$ cat config.mk
export PLATFORM = sky130hd
export DESIGN_NAME = octal_uart_global_control
export DESIGN_NICKNAME = d
export VERILOG_FILES = /design/src/octal_uart_pkg.sv /design/src/octal_uart_global_control.sv
export SDC_FILE = /design/constraint.sdc
export NUM_CORES = 2
export LEC_CHECK = 0
export ABC_AREA = 1
export BUFFER_PORTS_ARGS = -buffer_cell sky130_fd_sc_hd__buf_2
export CAP_MARGIN = 20
export CORE_UTILIZATION = 54
export DETAILED_ROUTE_END_ITERATION = 8
export MAX_ROUTING_LAYER = met4
export PLACE_DENSITY = 0.77
export REMOVE_ABC_BUFFERS = 1
export SYNTH_ARGS = -nofsm -noshare
export SYNTH_HDL_FRONTEND = slang
export SYNTH_SLANG_ARGS = --single-unit
$ cat constraint.sdc
create_clock -name clock -period 3.3 [get_ports clock]
set_input_delay 0.165 -clock clock [delete_from_list [all_inputs] [get_ports clock]]
set_output_delay 0.165 -clock clock [all_outputs]
set_load 0.02 [all_outputs]
$ cat src/octal_uart_pkg.sv
package octal_uart_pkg;
	// Host address layout: top bit picks the global bank, then channel, then register
	localparam int          ADDR_W           = 8;
	localparam int          GLOBAL_BIT       = 7;
	localparam int          CHAN_LSB         = 4;
	// Channel register offsets
	localparam logic [3:0]  OFS_HOLDING      = 4'h0;
	localparam logic [3:0]  OFS_IEN          = 4'h1;
	localparam logic [3:0]  OFS_ISTAT        = 4'h2;
	localparam logic [3:0]  OFS_LINE_CTRL    = 4'h3;
	localparam logic [3:0]  OFS_MODEM_CTRL   = 4'h4;
	localparam logic [3:0]  OFS_LINE_STAT    = 4'h5;
	localparam logic [3:0]  OFS_MODEM_STAT   = 4'h6;
	localparam logic [3:0]  OFS_SCRATCH      = 4'h7;
	localparam logic [3:0]  OFS_FEATURE      = 4'h8;
	localparam logic [3:0]  OFS_ENHANCED     = 4'h9;
	localparam logic [3:0]  OFS_TX_LEVEL     = 4'ha;
	localparam logic [3:0]  OFS_RX_LEVEL     = 4'hb;
	localparam logic [3:0]  OFS_FLOW_FLAGS   = 4'hc;
	localparam int          DIV_ACCESS_POS   = 7;
	localparam logic [7:0]  FRACTION_MASK    = 8'h0f;
	// Global register offsets inside the global bank
	localparam logic [3:0]  OFS_TIMER_CMD    = 4'h0;
	localparam logic [3:0]  OFS_TIMER_RSVD   = 4'h1;
	localparam logic [3:0]  OFS_TIMER_LSB    = 4'h2;
	localparam logic [3:0]  OFS_TIMER_MSB    = 4'h3;
	localparam logic [3:0]  OFS_SAMPLE_SEL   = 4'h4;
	localparam logic [3:0]  OFS_RSVD_A       = 4'h5;
	localparam logic [3:0]  OFS_SOFT_RESET   = 4'h6;
	localparam logic [3:0]  OFS_SLEEP_EN     = 4'h7;
	localparam logic [3:0]  OFS_DEV_ID       = 4'h8;
	localparam logic [3:0]  OFS_REVISION     = 4'h9;
	localparam logic [3:0]  OFS_OPTIONS      = 4'ha;
	// Timer commands
	localparam logic [3:0]  CMD_INT_ON       = 4'h1;
	localparam logic [3:0]  CMD_INT_OFF      = 4'h2;
	localparam logic [3:0]  CMD_ONE_SHOT     = 4'h3;
	localparam logic [3:0]  CMD_RETRIGGER    = 4'h4;
	localparam logic [3:0]  CMD_SRC_INT      = 4'h5;
	localparam logic [3:0]  CMD_SRC_EXT      = 4'h6;
	localparam logic [3:0]  CMD_START        = 4'h9;
	localparam logic [3:0]  CMD_STOP         = 4'ha;
	localparam logic [3:0]  CMD_RESET        = 4'hb;
	localparam logic [7:0]  TIMER_PENDING    = 8'h01;
	// Reset values
	localparam logic [7:0]  REG_RESET        = 8'h00;
	localparam logic [15:0] COUNT_RESET      = 16'h0000;
	localparam int          BROADCAST_POS    = 0;
	// Wake-up settle time
	localparam int          WAKE_CLOCKS      = 32;
	localparam logic [5:0]  WAKE_CYCLES      = 6'(WAKE_CLOCKS);
	// Last sampling phase index per bit (phases per bit minus one)
	localparam logic [3:0]  PHASES_16X       = 4'hf;
	localparam logic [3:0]  PHASES_8X        = 4'h7;
	typedef enum logic [1:0] {OSC_RUN, OSC_STOPPED, OSC_WAKING} osc_state_t;
endpackage : octal_uart_pkg

$ cat src/octal_uart_global_control.sv
`timescale 1ns/1ns
// Contract
// - One-shot timer raises its time-out once, exactly N timer clocks after start.
// - Re-triggerable timer times out every N timer clocks until stopped.
// - Reading the timer command register clears a pending timer interrupt.
// - Timer command register reads one while interrupt pending, else zero.
// - Sampling select holds one bit per channel; zero 16X, one 8X.
// - 8X sampling doubles bit rate for the same divisor.
// - Writing one to a soft reset bit resets that channel; bit self-clears.
// - Soft reset restores that channel's registers only.
// - Sleep register holds one enable per channel, default off.
// - A sleep-enabled channel sleeps only with no interrupt pending.
// - With all eight channels asleep the oscillator stops.
// - A received byte or serial input change wakes the stopped device.
// - Channel is operational 32 crystal clocks after wake-up.
// - Wake-up raises a special interrupt reporting no pending source.
// - Read-only 8-bit identification register returns a fixed device code.
// - Read-only 8-bit revision register returns the silicon revision.
// - Global options bit 0 makes channel writes apply to all channels.
// - Four address lines decode sixteen channel registers, standard then enhanced.
// - Address 0 is receive/transmit holding, or divisor low with divisor access.
// - Address 6 modem status/turn delay; 10 and 11 FIFO levels/triggers.
// - Addresses 12 to 15 hold flow characters; 12 reads flags, rest reserved.
// - Timer commands select mode, start, stop and interrupt enable.
module octal_uart_global_control
	import octal_uart_pkg::*;
#(
	parameter int          CHANNELS    = 8,
	parameter logic [7:0]  DEVICE_CODE = 8'h5a, // Arbitrary value
	parameter logic [7:0]  REVISION    = 8'h07  // Arbitrary value
) (
	input  wire logic                  clock,
	input  wire logic                  reset_n,
	input  wire logic [ADDR_W-1:0]     addr,
	input  wire logic                  rd_strobe,
	input  wire logic                  wr_strobe,
	input  wire logic [7:0]            wdata,
	input  wire logic                  timer_ext_tick,
	input  wire logic [CHANNELS*8-1:0] chan_rx_byte,
	input  wire logic [CHANNELS*4-1:0] chan_int_source,
	input  wire logic [CHANNELS*8-1:0] chan_line_status,
	input  wire logic [CHANNELS*8-1:0] chan_modem_status,
	input  wire logic [CHANNELS*8-1:0] chan_tx_level,
	input  wire logic [CHANNELS*8-1:0] chan_rx_level,
	input  wire logic [CHANNELS*8-1:0] chan_flow_flags,
	input  wire logic [CHANNELS-1:0]   chan_wake_event,
	output logic      [7:0]            rdata_q,
	output logic      [CHANNELS-1:0]   cfg_wr_q,
	output logic      [CHANNELS-1:0]   cfg_rd_q,
	output logic      [3:0]            cfg_addr_q,
	output logic      [7:0]            cfg_data_q,
	output logic      [CHANNELS-1:0]   chan_reset_q,
	output logic      [CHANNELS-1:0]   sample_8x_q,
	output logic      [CHANNELS-1:0]   bit_tick_q,
	output logic      [CHANNELS-1:0]   asleep_q,
	output logic                       osc_stop_q,
	output logic                       chan_ready_q,
	output logic                       wake_irq_q,
	output logic                       timer_irq_q
);

	// Address split
	logic            glob_sel;
	logic [2:0]      chan_sel;
	logic [3:0]      reg_ofs;
	logic            gwr;
	logic            grd;
	assign glob_sel = addr[GLOBAL_BIT];
	assign chan_sel = addr[CHAN_LSB+2:CHAN_LSB];
	assign reg_ofs  = addr[3:0];
	assign gwr      = wr_strobe & glob_sel;
	assign grd      = rd_strobe & glob_sel;

	// Global registers
	logic [7:0]      options_q;
	logic [7:0]      sleep_en_q;
	logic [15:0]     count_n_q;

	// Per-channel stored configuration
	logic [7:0]      line_ctrl_q [CHANNELS];
	logic [7:0]      div_low_q   [CHANNELS];
	logic [7:0]      div_high_q  [CHANNELS];
	logic [7:0]      div_frac_q  [CHANNELS];
	logic [7:0]      ien_q       [CHANNELS];
	logic [7:0]      modem_ctl_q [CHANNELS];
	logic [7:0]      scratch_q   [CHANNELS];
	logic [7:0]      feature_q   [CHANNELS];
	logic [7:0]      enhanced_q  [CHANNELS];
	logic [CHANNELS-1:0] chan_wr;
	logic [CHANNELS-1:0] chan_rd;

	// Options, sleep enables, timer count, sampling select
	always_ff @(posedge clock or negedge reset_n) begin
		if (!reset_n) begin
			options_q   <= REG_RESET;
			sleep_en_q  <= REG_RESET;
			count_n_q   <= COUNT_RESET;
			sample_8x_q <= '0;
		end else if (gwr) begin
			if (reg_ofs == OFS_OPTIONS)
				options_q <= {7'h00, wdata[BROADCAST_POS]};
			else if (reg_ofs == OFS_SLEEP_EN)
				sleep_en_q <= wdata;
			else if (reg_ofs == OFS_TIMER_LSB)
				count_n_q[7:0] <= wdata;
			else if (reg_ofs == OFS_TIMER_MSB)
				count_n_q[15:8] <= wdata;
			else if (reg_ofs == OFS_SAMPLE_SEL)
				sample_8x_q <= wdata[CHANNELS-1:0];
		end
	end

	// Soft reset pulses last one cycle; the register is not in the read mux, so it always reads back zero
	always_ff @(posedge clock or negedge reset_n) begin
		if (!reset_n)
			chan_reset_q <= '0;
		else if (gwr && reg_ofs == OFS_SOFT_RESET)
			chan_reset_q <= wdata[CHANNELS-1:0];
		else
			chan_reset_q <= '0;
	end

	// Per-channel register decode, write side effects, baud ticks
	genvar gi;
	generate
		for (gi = 0; gi < CHANNELS; gi++) begin : g_chan
			logic        dacc;
			logic [15:0] div_full;
			logic [15:0] smp_cnt_q;
			logic [3:0]  phase_q;
			logic [3:0]  last_phase;
			assign dacc = line_ctrl_q[gi][DIV_ACCESS_POS];
			// Broadcast steers one write to every channel
			assign chan_wr[gi] = wr_strobe & ~glob_sel &
				(options_q[BROADCAST_POS] | (chan_sel == 3'(gi)));
			assign chan_rd[gi] = rd_strobe & ~glob_sel & (chan_sel == 3'(gi));

			// Stored registers; soft reset beats a same-cycle write
			always_ff @(posedge clock or negedge reset_n) begin
				if (!reset_n) begin
					line_ctrl_q[gi] <= REG_RESET;
					div_low_q[gi]   <= REG_RESET;
					div_high_q[gi]  <= REG_RESET;
					div_frac_q[gi]  <= REG_RESET;
					ien_q[gi]       <= REG_RESET;
					modem_ctl_q[gi] <= REG_RESET;
					scratch_q[gi]   <= REG_RESET;
					feature_q[gi]   <= REG_RESET;
					enhanced_q[gi]  <= REG_RESET;
				end else if (chan_reset_q[gi]) begin
					line_ctrl_q[gi] <= REG_RESET;
					div_low_q[gi]   <= REG_RESET;
					div_high_q[gi]  <= REG_RESET;
					div_frac_q[gi]  <= REG_RESET;
					ien_q[gi]       <= REG_RESET;
					modem_ctl_q[gi] <= REG_RESET;
					scratch_q[gi]   <= REG_RESET;
					feature_q[gi]   <= REG_RESET;
					enhanced_q[gi]  <= REG_RESET;
				end else if (chan_wr[gi]) begin
					if (reg_ofs == OFS_HOLDING && dacc)
						div_low_q[gi] <= wdata;
					else if (reg_ofs == OFS_IEN && dacc)
						div_high_q[gi] <= wdata;
					else if (reg_ofs == OFS_IEN)
						ien_q[gi] <= wdata;
					else if (reg_ofs == OFS_ISTAT && dacc)
						div_frac_q[gi] <= wdata & FRACTION_MASK;
					else if (reg_ofs == OFS_LINE_CTRL)
						line_ctrl_q[gi] <= wdata;
					else if (reg_ofs == OFS_MODEM_CTRL)
						modem_ctl_q[gi] <= wdata;
					else if (reg_ofs == OFS_SCRATCH)
						scratch_q[gi] <= wdata;
					else if (reg_ofs == OFS_FEATURE)
						feature_q[gi] <= wdata;
					else if (reg_ofs == OFS_ENHANCED)
						enhanced_q[gi] <= wdata;
				end
			end

			// Bit tick: sample clock from the divisor, then 16 or 8 samples per bit
			assign div_full   = {div_high_q[gi], div_low_q[gi]};
			assign last_phase = sample_8x_q[gi] ? PHASES_8X : PHASES_16X;
			always_ff @(posedge clock or negedge reset_n) begin
				if (!reset_n) begin
					smp_cnt_q      <= COUNT_RESET;
					phase_q        <= '0;
					bit_tick_q[gi] <= 1'b0;
				end else if (chan_reset_q[gi] || div_full == COUNT_RESET) begin
					smp_cnt_q      <= COUNT_RESET;
					phase_q        <= '0;
					bit_tick_q[gi] <= 1'b0;
				end else if (smp_cnt_q >= div_full - 16'h0001) begin
					smp_cnt_q      <= COUNT_RESET;
					phase_q        <= (phase_q >= last_phase) ? 4'h0 : phase_q + 4'h1;
					bit_tick_q[gi] <= (phase_q >= last_phase);
				end else begin
					smp_cnt_q      <= smp_cnt_q + 16'h0001;
					bit_tick_q[gi] <= 1'b0;
				end
			end
		end
	endgenerate

	// Channel strobes forwarded to the channel cores, one cycle long
	always_ff @(posedge clock or negedge reset_n) begin
		if (!reset_n) begin
			cfg_wr_q   <= '0;
			cfg_rd_q   <= '0;
			cfg_addr_q <= '0;
			cfg_data_q <= REG_RESET;
		end else begin
			cfg_wr_q <= chan_wr & ~chan_reset_q;
			cfg_rd_q <= chan_rd;
			if (wr_strobe || rd_strobe) begin
				cfg_addr_q <= reg_ofs;
				cfg_data_q <= wdata;
			end
		end
	end

	// Timer state
	logic            tmr_run_q;
	logic            tmr_retrig_q;
	logic            tmr_ext_q;
	logic            tmr_int_en_q;
	logic [15:0]     tmr_cnt_q;
	logic            tmr_tick;
	logic            tmr_timeout;
	logic            cmd_wr;
	logic            cmd_rd;
	assign cmd_wr      = gwr && reg_ofs == OFS_TIMER_CMD;
	assign cmd_rd      = grd && reg_ofs == OFS_TIMER_CMD;
	assign tmr_tick    = tmr_ext_q ? timer_ext_tick : 1'b1;
	assign tmr_timeout = tmr_run_q && tmr_tick && tmr_cnt_q == 16'h0001;

	// Timer command decode and down-counter; reserved codes fall through untouched
	always_ff @(posedge clock or negedge reset_n) begin
		if (!reset_n) begin
			tmr_run_q    <= 1'b0;
			tmr_retrig_q <= 1'b0;
			tmr_ext_q    <= 1'b0;
			tmr_int_en_q <= 1'b0;
			tmr_cnt_q    <= COUNT_RESET;
		end else if (cmd_wr) begin
			case (wdata[3:0])
				CMD_INT_ON:    tmr_int_en_q <= 1'b1;
				CMD_INT_OFF:   tmr_int_en_q <= 1'b0;
				CMD_ONE_SHOT:  tmr_retrig_q <= 1'b0;
				CMD_RETRIGGER: tmr_retrig_q <= 1'b1;
				CMD_SRC_INT:   tmr_ext_q    <= 1'b0;
				CMD_SRC_EXT:   tmr_ext_q    <= 1'b1;
				CMD_START: begin
					tmr_run_q <= 1'b1;
					tmr_cnt_q <= count_n_q;
				end
				CMD_STOP:      tmr_run_q    <= 1'b0;
				CMD_RESET: begin
					tmr_run_q    <= 1'b0;
					tmr_retrig_q <= 1'b0;
					tmr_cnt_q    <= COUNT_RESET;
				end
				default:       tmr_run_q    <= tmr_run_q;
			endcase
		end else if (tmr_timeout) begin
			tmr_cnt_q <= count_n_q;
			tmr_run_q <= tmr_retrig_q;
		end else if (tmr_run_q && tmr_tick) begin
			tmr_cnt_q <= tmr_cnt_q - 16'h0001;
		end
	end

	// Pending flag: a time-out in the clearing read's cycle still lands
	always_ff @(posedge clock or negedge reset_n) begin
		if (!reset_n)
			timer_irq_q <= 1'b0;
		else if (tmr_timeout && tmr_int_en_q)
			timer_irq_q <= 1'b1;
		else if (cmd_rd)
			timer_irq_q <= 1'b0;
	end

	// Sleep and oscillator control
	osc_state_t      osc_q;
	logic [5:0]      wake_cnt_q;
	logic [CHANNELS-1:0] int_busy;
	logic            wake_seen;
	logic            istat_rd;
	generate
		for (gi = 0; gi < CHANNELS; gi++) begin : g_busy
			assign int_busy[gi] = chan_int_source[gi*4 +: 4] != 4'h0;
		end
	endgenerate
	assign wake_seen = |chan_wake_event;
	assign istat_rd  = |chan_rd && reg_ofs == OFS_ISTAT && !line_ctrl_q[chan_sel][DIV_ACCESS_POS];

	// Channels doze only while enabled, idle and the clock is settled
	always_ff @(posedge clock or negedge reset_n) begin
		if (!reset_n)
			asleep_q <= '0;
		else if (osc_q == OSC_RUN)
			asleep_q <= sleep_en_q[CHANNELS-1:0] & ~int_busy & ~chan_wake_event;
		else if (osc_q == OSC_WAKING)
			asleep_q <= '0;
		// Clearing an enable while stopped takes that channel out of sleep at once
		else
			asleep_q <= asleep_q & sleep_en_q[CHANNELS-1:0];
	end

	// Oscillator stop, wake and settle sequence
	always_ff @(posedge clock or negedge reset_n) begin
		if (!reset_n) begin
			osc_q        <= OSC_RUN;
			wake_cnt_q   <= '0;
			osc_stop_q   <= 1'b0;
			chan_ready_q <= 1'b1;
		end else begin
			case (osc_q)
				OSC_RUN: begin
					if (&asleep_q) begin
						osc_q        <= OSC_STOPPED;
						osc_stop_q   <= 1'b1;
						chan_ready_q <= 1'b0;
					end
				end
				OSC_STOPPED: begin
					if (wake_seen) begin
						osc_q      <= OSC_WAKING;
						osc_stop_q <= 1'b0;
						wake_cnt_q <= '0;
					end
				end
				OSC_WAKING: begin
					if (wake_cnt_q == WAKE_CYCLES - 6'd1) begin
						osc_q        <= OSC_RUN;
						chan_ready_q <= 1'b1;
					end else begin
						wake_cnt_q <= wake_cnt_q + 6'd1;
					end
				end
				default: osc_q <= OSC_RUN;
			endcase
		end
	end

	// Wake indicator holds until the host reads an interrupt status register
	always_ff @(posedge clock or negedge reset_n) begin
		if (!reset_n)
			wake_irq_q <= 1'b0;
		else if (osc_q == OSC_STOPPED && wake_seen)
			wake_irq_q <= 1'b1;
		else if (istat_rd)
			wake_irq_q <= 1'b0;
	end

	// Read mux; the wake indicator forces a no-source interrupt code
	logic [7:0]      rd_val;
	logic [2:0]      c;
	always_comb begin
		c      = chan_sel;
		rd_val = REG_RESET;
		if (glob_sel) begin
			if (reg_ofs == OFS_TIMER_CMD)
				rd_val = timer_irq_q ? TIMER_PENDING : REG_RESET;
			else if (reg_ofs == OFS_TIMER_LSB)
				rd_val = count_n_q[7:0];
			else if (reg_ofs == OFS_TIMER_MSB)
				rd_val = count_n_q[15:8];
			else if (reg_ofs == OFS_SAMPLE_SEL)
				rd_val = sample_8x_q;
			else if (reg_ofs == OFS_SLEEP_EN)
				rd_val = sleep_en_q;
			else if (reg_ofs == OFS_DEV_ID)
				rd_val = DEVICE_CODE;
			else if (reg_ofs == OFS_REVISION)
				rd_val = REVISION;
			else if (reg_ofs == OFS_OPTIONS)
				rd_val = options_q;
		end else if (reg_ofs == OFS_HOLDING) begin
			rd_val = line_ctrl_q[c][DIV_ACCESS_POS] ? div_low_q[c] : chan_rx_byte[c*8 +: 8];
		end else if (reg_ofs == OFS_IEN) begin
			rd_val = line_ctrl_q[c][DIV_ACCESS_POS] ? div_high_q[c] : ien_q[c];
		end else if (reg_ofs == OFS_ISTAT) begin
			if (line_ctrl_q[c][DIV_ACCESS_POS])
				rd_val = div_frac_q[c];
			else if (wake_irq_q)
				rd_val = 8'h01;
			else
				rd_val = {4'h0, chan_int_source[c*4 +: 4]};
		end else if (reg_ofs == OFS_LINE_CTRL)
			rd_val = line_ctrl_q[c];
		else if (reg_ofs == OFS_MODEM_CTRL)
			rd_val = modem_ctl_q[c];
		else if (reg_ofs == OFS_LINE_STAT)
			rd_val = chan_line_status[c*8 +: 8];
		else if (reg_ofs == OFS_MODEM_STAT)
			rd_val = chan_modem_status[c*8 +: 8];
		else if (reg_ofs == OFS_SCRATCH)
			rd_val = scratch_q[c];
		else if (reg_ofs == OFS_FEATURE)
			rd_val = feature_q[c];
		else if (reg_ofs == OFS_ENHANCED)
			rd_val = enhanced_q[c];
		else if (reg_ofs == OFS_TX_LEVEL)
			rd_val = chan_tx_level[c*8 +: 8];
		else if (reg_ofs == OFS_RX_LEVEL)
			rd_val = chan_rx_level[c*8 +: 8];
		else if (reg_ofs == OFS_FLOW_FLAGS)
			rd_val = chan_flow_flags[c*8 +: 8];
	end

	// Read data is captured on the strobe and held until the next read
	always_ff @(posedge clock or negedge reset_n) begin
		if (!reset_n)
			rdata_q <= REG_RESET;
		else if (rd_strobe)
			rdata_q <= rd_val;
	end

	// Helper: cycles since the last start command
	logic [16:0]     since_start_q;
	always_ff @(posedge clock or negedge reset_n) begin
		if (!reset_n)
			since_start_q <= '0;
		else if (cmd_wr && wdata[3:0] == CMD_START)
			since_start_q <= 17'd1;
		else if (since_start_q != '0 && ~&since_start_q)
			since_start_q <= since_start_q + 17'd1;
	end

	// Helper: cycles since a wake event was taken, zero otherwise
	logic [5:0]      settle_q;
	always_ff @(posedge clock or negedge reset_n) begin
		if (!reset_n)
			settle_q <= '0;
		else if (osc_q == OSC_STOPPED && wake_seen)
			settle_q <= 6'd1;
		else if (settle_q != 6'd0 && settle_q <= WAKE_CYCLES)
			settle_q <= settle_q + 6'd1;
		else
			settle_q <= '0;
	end
endmodule : octal_uart_global_control

# ---- Word level (Yosys, flattened, before mapping)
# Cells that the tools add are included.
dict set report totals {
  n_memories 0
  input_bits 445
  reg_bits 861
  mem_bits_rw 0
  latchBits 0
  mem_bits_ro 0
}
dict set report classes {
  reduce_logical 251
  n_lt_le_gt_ge 17
  shift 7
  add_sub_neg 26
  mul 0
  bitwise 41
  div 0
  n_eq_ne 102
  muxes 541
}
# op count
set op_table {}
lappend op_table {{8-bit two-way mux} 435}
lappend op_table {{64-bit by 7-bit variable part select with 8-bit output} 6}
lappend op_table {{16-bit two-way mux} 19}
lappend op_table {{8-bit binary-select mux with 3-bit select} 9}
lappend op_table {{2-bit nonzero test} 97}
lappend op_table {{16-bit by 1-bit subtractor with 16-bit output, second input constant} 9}
lappend op_table {{4-bit two-way mux} 33}
lappend op_table {{2-bit != test, second input constant} 66}
lappend op_table {{16-bit by 1-bit adder with 16-bit output, second input constant} 8}
lappend op_table {{16-bit greater-or-equal comparator} 8}
lappend op_table {{16-bit zero test} 8}
lappend op_table {{10-bit AND reduction} 8}
lappend op_table {{8-bit AND reduction} 9}
lappend op_table {{9-bit AND reduction} 8}
lappend op_table {{7-bit AND reduction} 8}
lappend op_table {{6-bit AND reduction} 9}
lappend op_table {{5-bit AND reduction} 9}
lappend op_table {{3-bit AND reduction} 13}
lappend op_table {{4-bit AND reduction} 9}
lappend op_table {{1-bit logical AND} 33}
lappend op_table {{4-bit by 1-bit adder with 4-bit output, second input constant} 8}
lappend op_table {{8-bit bitwise AND} 4}
lappend op_table {{4-bit equality test, second input constant} 8}
lappend op_table {{4-bit greater-or-equal comparator} 8}
lappend op_table {{other kinds (40)} 153}

# ---- Depth between registers and ports, before layout
dict set report depth {
  word_depth 15
  depth_mapped 23
}

# ---- Least setup slack after synthesis
# OpenSTA, ideal clock, no wires.
dict set report synth_timing {
  path_type {register -> register}
  start {register div_low_q[34] (netlist bit)}
  end {register g_chan[3].smp_cnt_q[8]}
  t_required_ns 3.214
  path_stages_with_launch 22
  setup_time_ns 0.086
  synth_period_minus_slack_ns 3.206
  arrival_time_ns 3.120
  n_path_buf 1
  slack_ns 0.094
  path_cell_list {dfrtp_1 nor2_1 nand2_1 nor3_1 nand2_1 inv_1 nand2_1 nor2_1 nand2_1 nor2_1 nand2_1 nor3_1 xor2_1 inv_1 ha_1 a21oi_1 o21ai_0 a21oi_1 a21boi_0 nand3_2 buf_4 nor3_1}
}
dict set report synth_between {
  elab_chain_cells 4
  word_cells_on_any_way 6
  cone_classes {1 x add/sub; 1 x order compare; 2 x mux; 2 x reduce/logical}
}
# element line_no
set synth_lines {}
lappend synth_lines {{start: declaration} octal_uart_global_control.sv:81} ;# logic [7:0] div_low_q [CHANNELS];
lappend synth_lines {{start signal: indexed assignment} octal_uart_global_control.sv:162} ;# div_low_q[gi] <= wdata;
lappend synth_lines {{16-bit by 1-bit subtractor with 16-bit output} octal_uart_global_control.sv:194} ;# end else if (smp_cnt_q >= div_full - 16'h0001) begin
lappend synth_lines {{16-bit greater-or-equal comparator} octal_uart_global_control.sv:194}
lappend synth_lines {{16-bit two-way mux} octal_uart_global_control.sv:194}
lappend synth_lines {{16-bit two-way mux *} octal_uart_global_control.sv:190} ;# end else if (chan_reset_q[gi] || div_full == COUNT_RESET) begin
lappend synth_lines {{end signal: assignment} octal_uart_global_control.sv:199} ;# smp_cnt_q <= smp_cnt_q + 16'h0001;
lappend synth_lines {{end: declaration} octal_uart_global_control.sv:129} ;# logic [15:0] smp_cnt_q;
# Mark *: on every way between the ends. The rest lies on a longest branch, timed or not.
# A chain may end at the register's enable or synchronous reset.

# ---- Final worst setup path
dict set report layout_timing {
  start {register div_low_q[18] (netlist bit)}
  end {register g_chan[5].smp_cnt_q[5]}
}
dict set report layout_between {
  elab_chain_cells 4
  word_cells_on_any_way 6
  cone_classes {1 x add/sub; 1 x order compare; 2 x mux; 2 x reduce/logical}
}
# element line_no
set layout_lines {}
lappend layout_lines {{16-bit by 1-bit subtractor with 16-bit output} octal_uart_global_control.sv:194}
lappend layout_lines {{16-bit greater-or-equal comparator} octal_uart_global_control.sv:194}
lappend layout_lines {{16-bit two-way mux} octal_uart_global_control.sv:194}
lappend layout_lines {{16-bit two-way mux *} octal_uart_global_control.sv:190}
lappend layout_lines {{end signal: assignment} octal_uart_global_control.sv:199}
lappend layout_lines {{end: declaration} octal_uart_global_control.sv:129}
# Marked as above.

==> flow_metrics.py <==
metrics = {
    "power_and_ir_drop": {
        "leakage_nw": 26.7,
        "p_sw_mw": 11.0,
        "seqPwrFrac_pct": 40.3,
        "power_mw": 32.3,
        "vdd_drop_max_mv": 0.425,
        "internal_power_mw": 21.3,
        "powerDensity_mw_per_mm2": 574,
        "p_clk_share_pct": 34.0,
        "swShare_pct": 34.0,
        "combPwrFrac_pct": 25.7,
    },
    "worst_setup_path": {
        "critPathMaxFanout": 5,
        "critical_path.startpoint_type": "register",
        "cp.required_ps": 3870,
        "cp.arrival_ps": 3930,
        "critPathKind": "reg -> reg",
        "endpoint_kind": "register",
    },
    "clock_network": {
        "root_buffer": "clkbuf_16",
        "htreeDepth": 3,
        "clk_latency_ps": 690,
        "tritoncts.num_buffers": 90,
        "max-clock-path-buffers": 3,
        "cts_sinks": 829,
        "cts.reportedPaths.clkPinSlew_ps": 60,
        "cts_tree": "yes",
    },
    "routing": {
        "routed.top_layer": "met4",
        "met2_length_mm": 78.5,
        "wl_met1_mm": 69.7,
        "first_pass_iters": 7,
        "drt-initial-drc-count": 5971,
        "viasPerCell": 6.07,
        "wl_mm": 183,
        "wl_met3_mm": 24.0,
        "vias": 47300,
        "drcViolationCount": 0,
        "ant_nets": 0,
        "routedWlPerCell_um": 23.5,
    },
    "floorplan": {
        "dieArea_mm2": 0.0868,
        "die_w_um": 295,
        "die_h_um": 295,
        "num_rows": 106,
        "start_util_pct": 54.9,
        "core_area_mm2": 0.0842,
        "pin_count": 517,
    },
    "final_layout": {
        "instances_no_fill": 7789,
        "fillerInstances": 6926,
        "areaGrowthSynthToFinish_pct": 21.9,
        "nets": 7178,
        "final_util_pct": 66.9,
        "drive_gt1_share_pct": 18.5,
        "finalInstanceArea_mm2": 0.0563,
    },
    "min_path": {
        "hp-class": "in -> async",
    },
    "sta": {
        "final-hold-violation-count": 0,
        "fin_crit_sh_pct": 102,
        "rsz0062_at_grt": "yes",
        "hold_slack_ps": 12.0,
        "final.min_clock_period_ps": 3360,
        "worstMarginPinSlew_ps": 1180,
        "worst_slack_ps": -59.1,
        "finalSetupViolations": 16,
        "final-max-slew-violation-count": 0,
        "finalSetupTns_ps": -379,
        "skew_ps": 40.0,
        "fmax_mhz": 298,
        "timing.slew.headroom_pct": 21.0,
    },
    "grt": {
        "grt_pass1_vias": 43600,
        "grt_pass1_wl_mm": 265,
        "antenna_found_initial": 10,
        "grt_start_max_net_pins": 125,
        "grt_use_total_pct": 41.9,
        "gr-total-overflow": 0,
    },
    "logic_synthesis": {
        "ys_warn_count": 0,
        "ys_types": 66,
        "synthMostInstantiatedCell": "nand2_1",
        "synthTopCellsByArea": "dfrtp_1, nand2_1, o21ai_0, inv_1, nor2_1",
        "netlist.area_leader.share_pct": 44.8,
        "synthFlopType": "dfrtp_1",
        "synth_enable_flop_cells": 0,
        "synth_common_cells": "nand2_1, dfrtp_1, o21ai_0",
        "syn_avg_cell_area_um2": 7.88,
        "yosysTopAreaCell": "dfrtp_1",
        "ys_seq_area_share_pct": 44.9,
        "synth_async_sr_flop_share_pct": 100,
        "ys_ff_latch": 829,
        "synth_cells": 5869,
        "syn-cell-area_mm2": 0.0462,
    },
    "place": {
        "portBuffers": 516,
        "place_inst": 7524,
        "pre_cts_ws_ps": -173,
        "hpwl_mm": 134,
        "place.gp.congestion": 1.04,
        "dpl_cell_area_mm2": 0.0513,
    },
    "run": {
        "cap_violations": 0,
    },
    "run_status": {
        "status": "finished with violations",
        "violations": "negative setup slack",
    },
}
[sequential cells by signal, summed over array words and instances (netlist names), 64 cells and up]
register	count
scratch_q	64
g_chan.smp_cnt_q	128
modem_ctl_q	64
feature_q	64
enhanced_q	64
ien_q	64
div_high_q	64
div_low_q	64
[power groups by stage]
stage               Clock [mW]  Sequential (mW)  Combinational, mW
floorplan                    0             12.7               4.60
global placement             0             13.0               7.14
detailed placement           0             13.1               7.41
CTS                       11.0             12.9               7.53
global route              11.4             13.2               9.15
finish                    11.0             13.0               8.30
[metal layers]
layer | GRT usage (%) | up-vias
met1 | 54.1 | 22500
met4 | 21.8 | 0
met3 | 13.3 | 627
li1 | - | 21200
met2 | 58.8 | 3063
met5 | - | -
[layout by cell type (no fill, tap or decap), drive strengths merged, types with 9 or more instances in the layout]
cell type,Yosys,routed
diode,0,9
dfrtp,828,828
nand4,101,101
a21oi,265,265
buf,144,825
nor3b,22,22
nand3b,9,9
or2,18,18
a31oi,49,49
nor4,13,13
nand2,1365,1365
a211oi,16,16
nor3,102,102
a41oi,20,20
dlygate4sd3,0,40
nand3,186,188
nor2,559,559
xnor2,31,31
o211ai,36,36
xor2,124,124
o22ai,111,111
inv,594,599
a221oi,21,21
clkinv,6,22
a22oi,112,112
clkbuf,115,131
o21ai,749,749
o31ai,27,27
o21a,24,24
bufinv,0,11
ha,163,163
o221ai,10,10
[path summary, 6_finish.rpt]
check | cells past startpoint | start | end | slack (ps)
max | 14 | div_low_q[18] | g_chan[5].smp_cnt_q[5] | -60
min | 2 | reset_n | g_chan[2].smp_cnt_q[7] | 10
max reg2reg | 14 | div_low_q[18] | g_chan[5].smp_cnt_q[5] | -60
min reg2reg | 2 | scratch_q[7] | scratch_q[7] | 480
max in group asynchronous | 3 | reset_n | div_low_q[26] | 2060
min in group clock | 5 | wdata[3] | tmr_retrig_q | 80
[kinds of logic (layout without fill, tap and decap cells)]
group           after synthesis  in the layout  share of synthesized area, %
simple gates               2381           2383                          21.4
mux                           4              4                        0.0866
xor+xnor                    155            155                          2.94
compound gates             1478           1478                          18.6
flops                       829            829                          44.9
buf+inv                     859           1634                          7.65
fa+ha+maj                   163            163                          4.41
other cells                   0              9                             0
[worst max-delay path: stages, from the launching register on]
cell and delay, ps:
dfrtp_1 460, nor2_1 180, nand3_1 150, nor4_2 240, nand3_1 190, nor3_1 210, xor2_1 200, inv_1 100
ha_1 310, a21oi_1 160, o21ai_0 190, a221oi_4 370, buf_12 170, nand3_4 120, nor3_1 210
[repair_timing]
action	in CTS	in global routing
cloned	1	6
pin swaps	1	59
hold buffers	40	0
setup endpoints to repair	82	167
setup buffers	0	34
endpoints found under the hold margin	224	0
resized for setup	12	222
[area by class of cell]
| class | count | area [um2] | share of cell area, % |
|---|---|---|---|
| Multi-Input combinational cell | 4183 | 22900 | 40.6 |
| Sequential cell | 829 | 20700 | 36.8 |
| Timing Repair Buffer | 866 | 5760 | 10.2 |
| Clock buffer | 130 | 2610 | 4.64 |
| Inverter | 600 | 2280 | 4.04 |
| Tap cell | 1134 | 1420 | 2.52 |
| Clock inverter | 38 | 601 | 1.07 |
| Antenna cell | 9 | 22.5 | 0.0400 |
(Power assumes the default switching activity.)
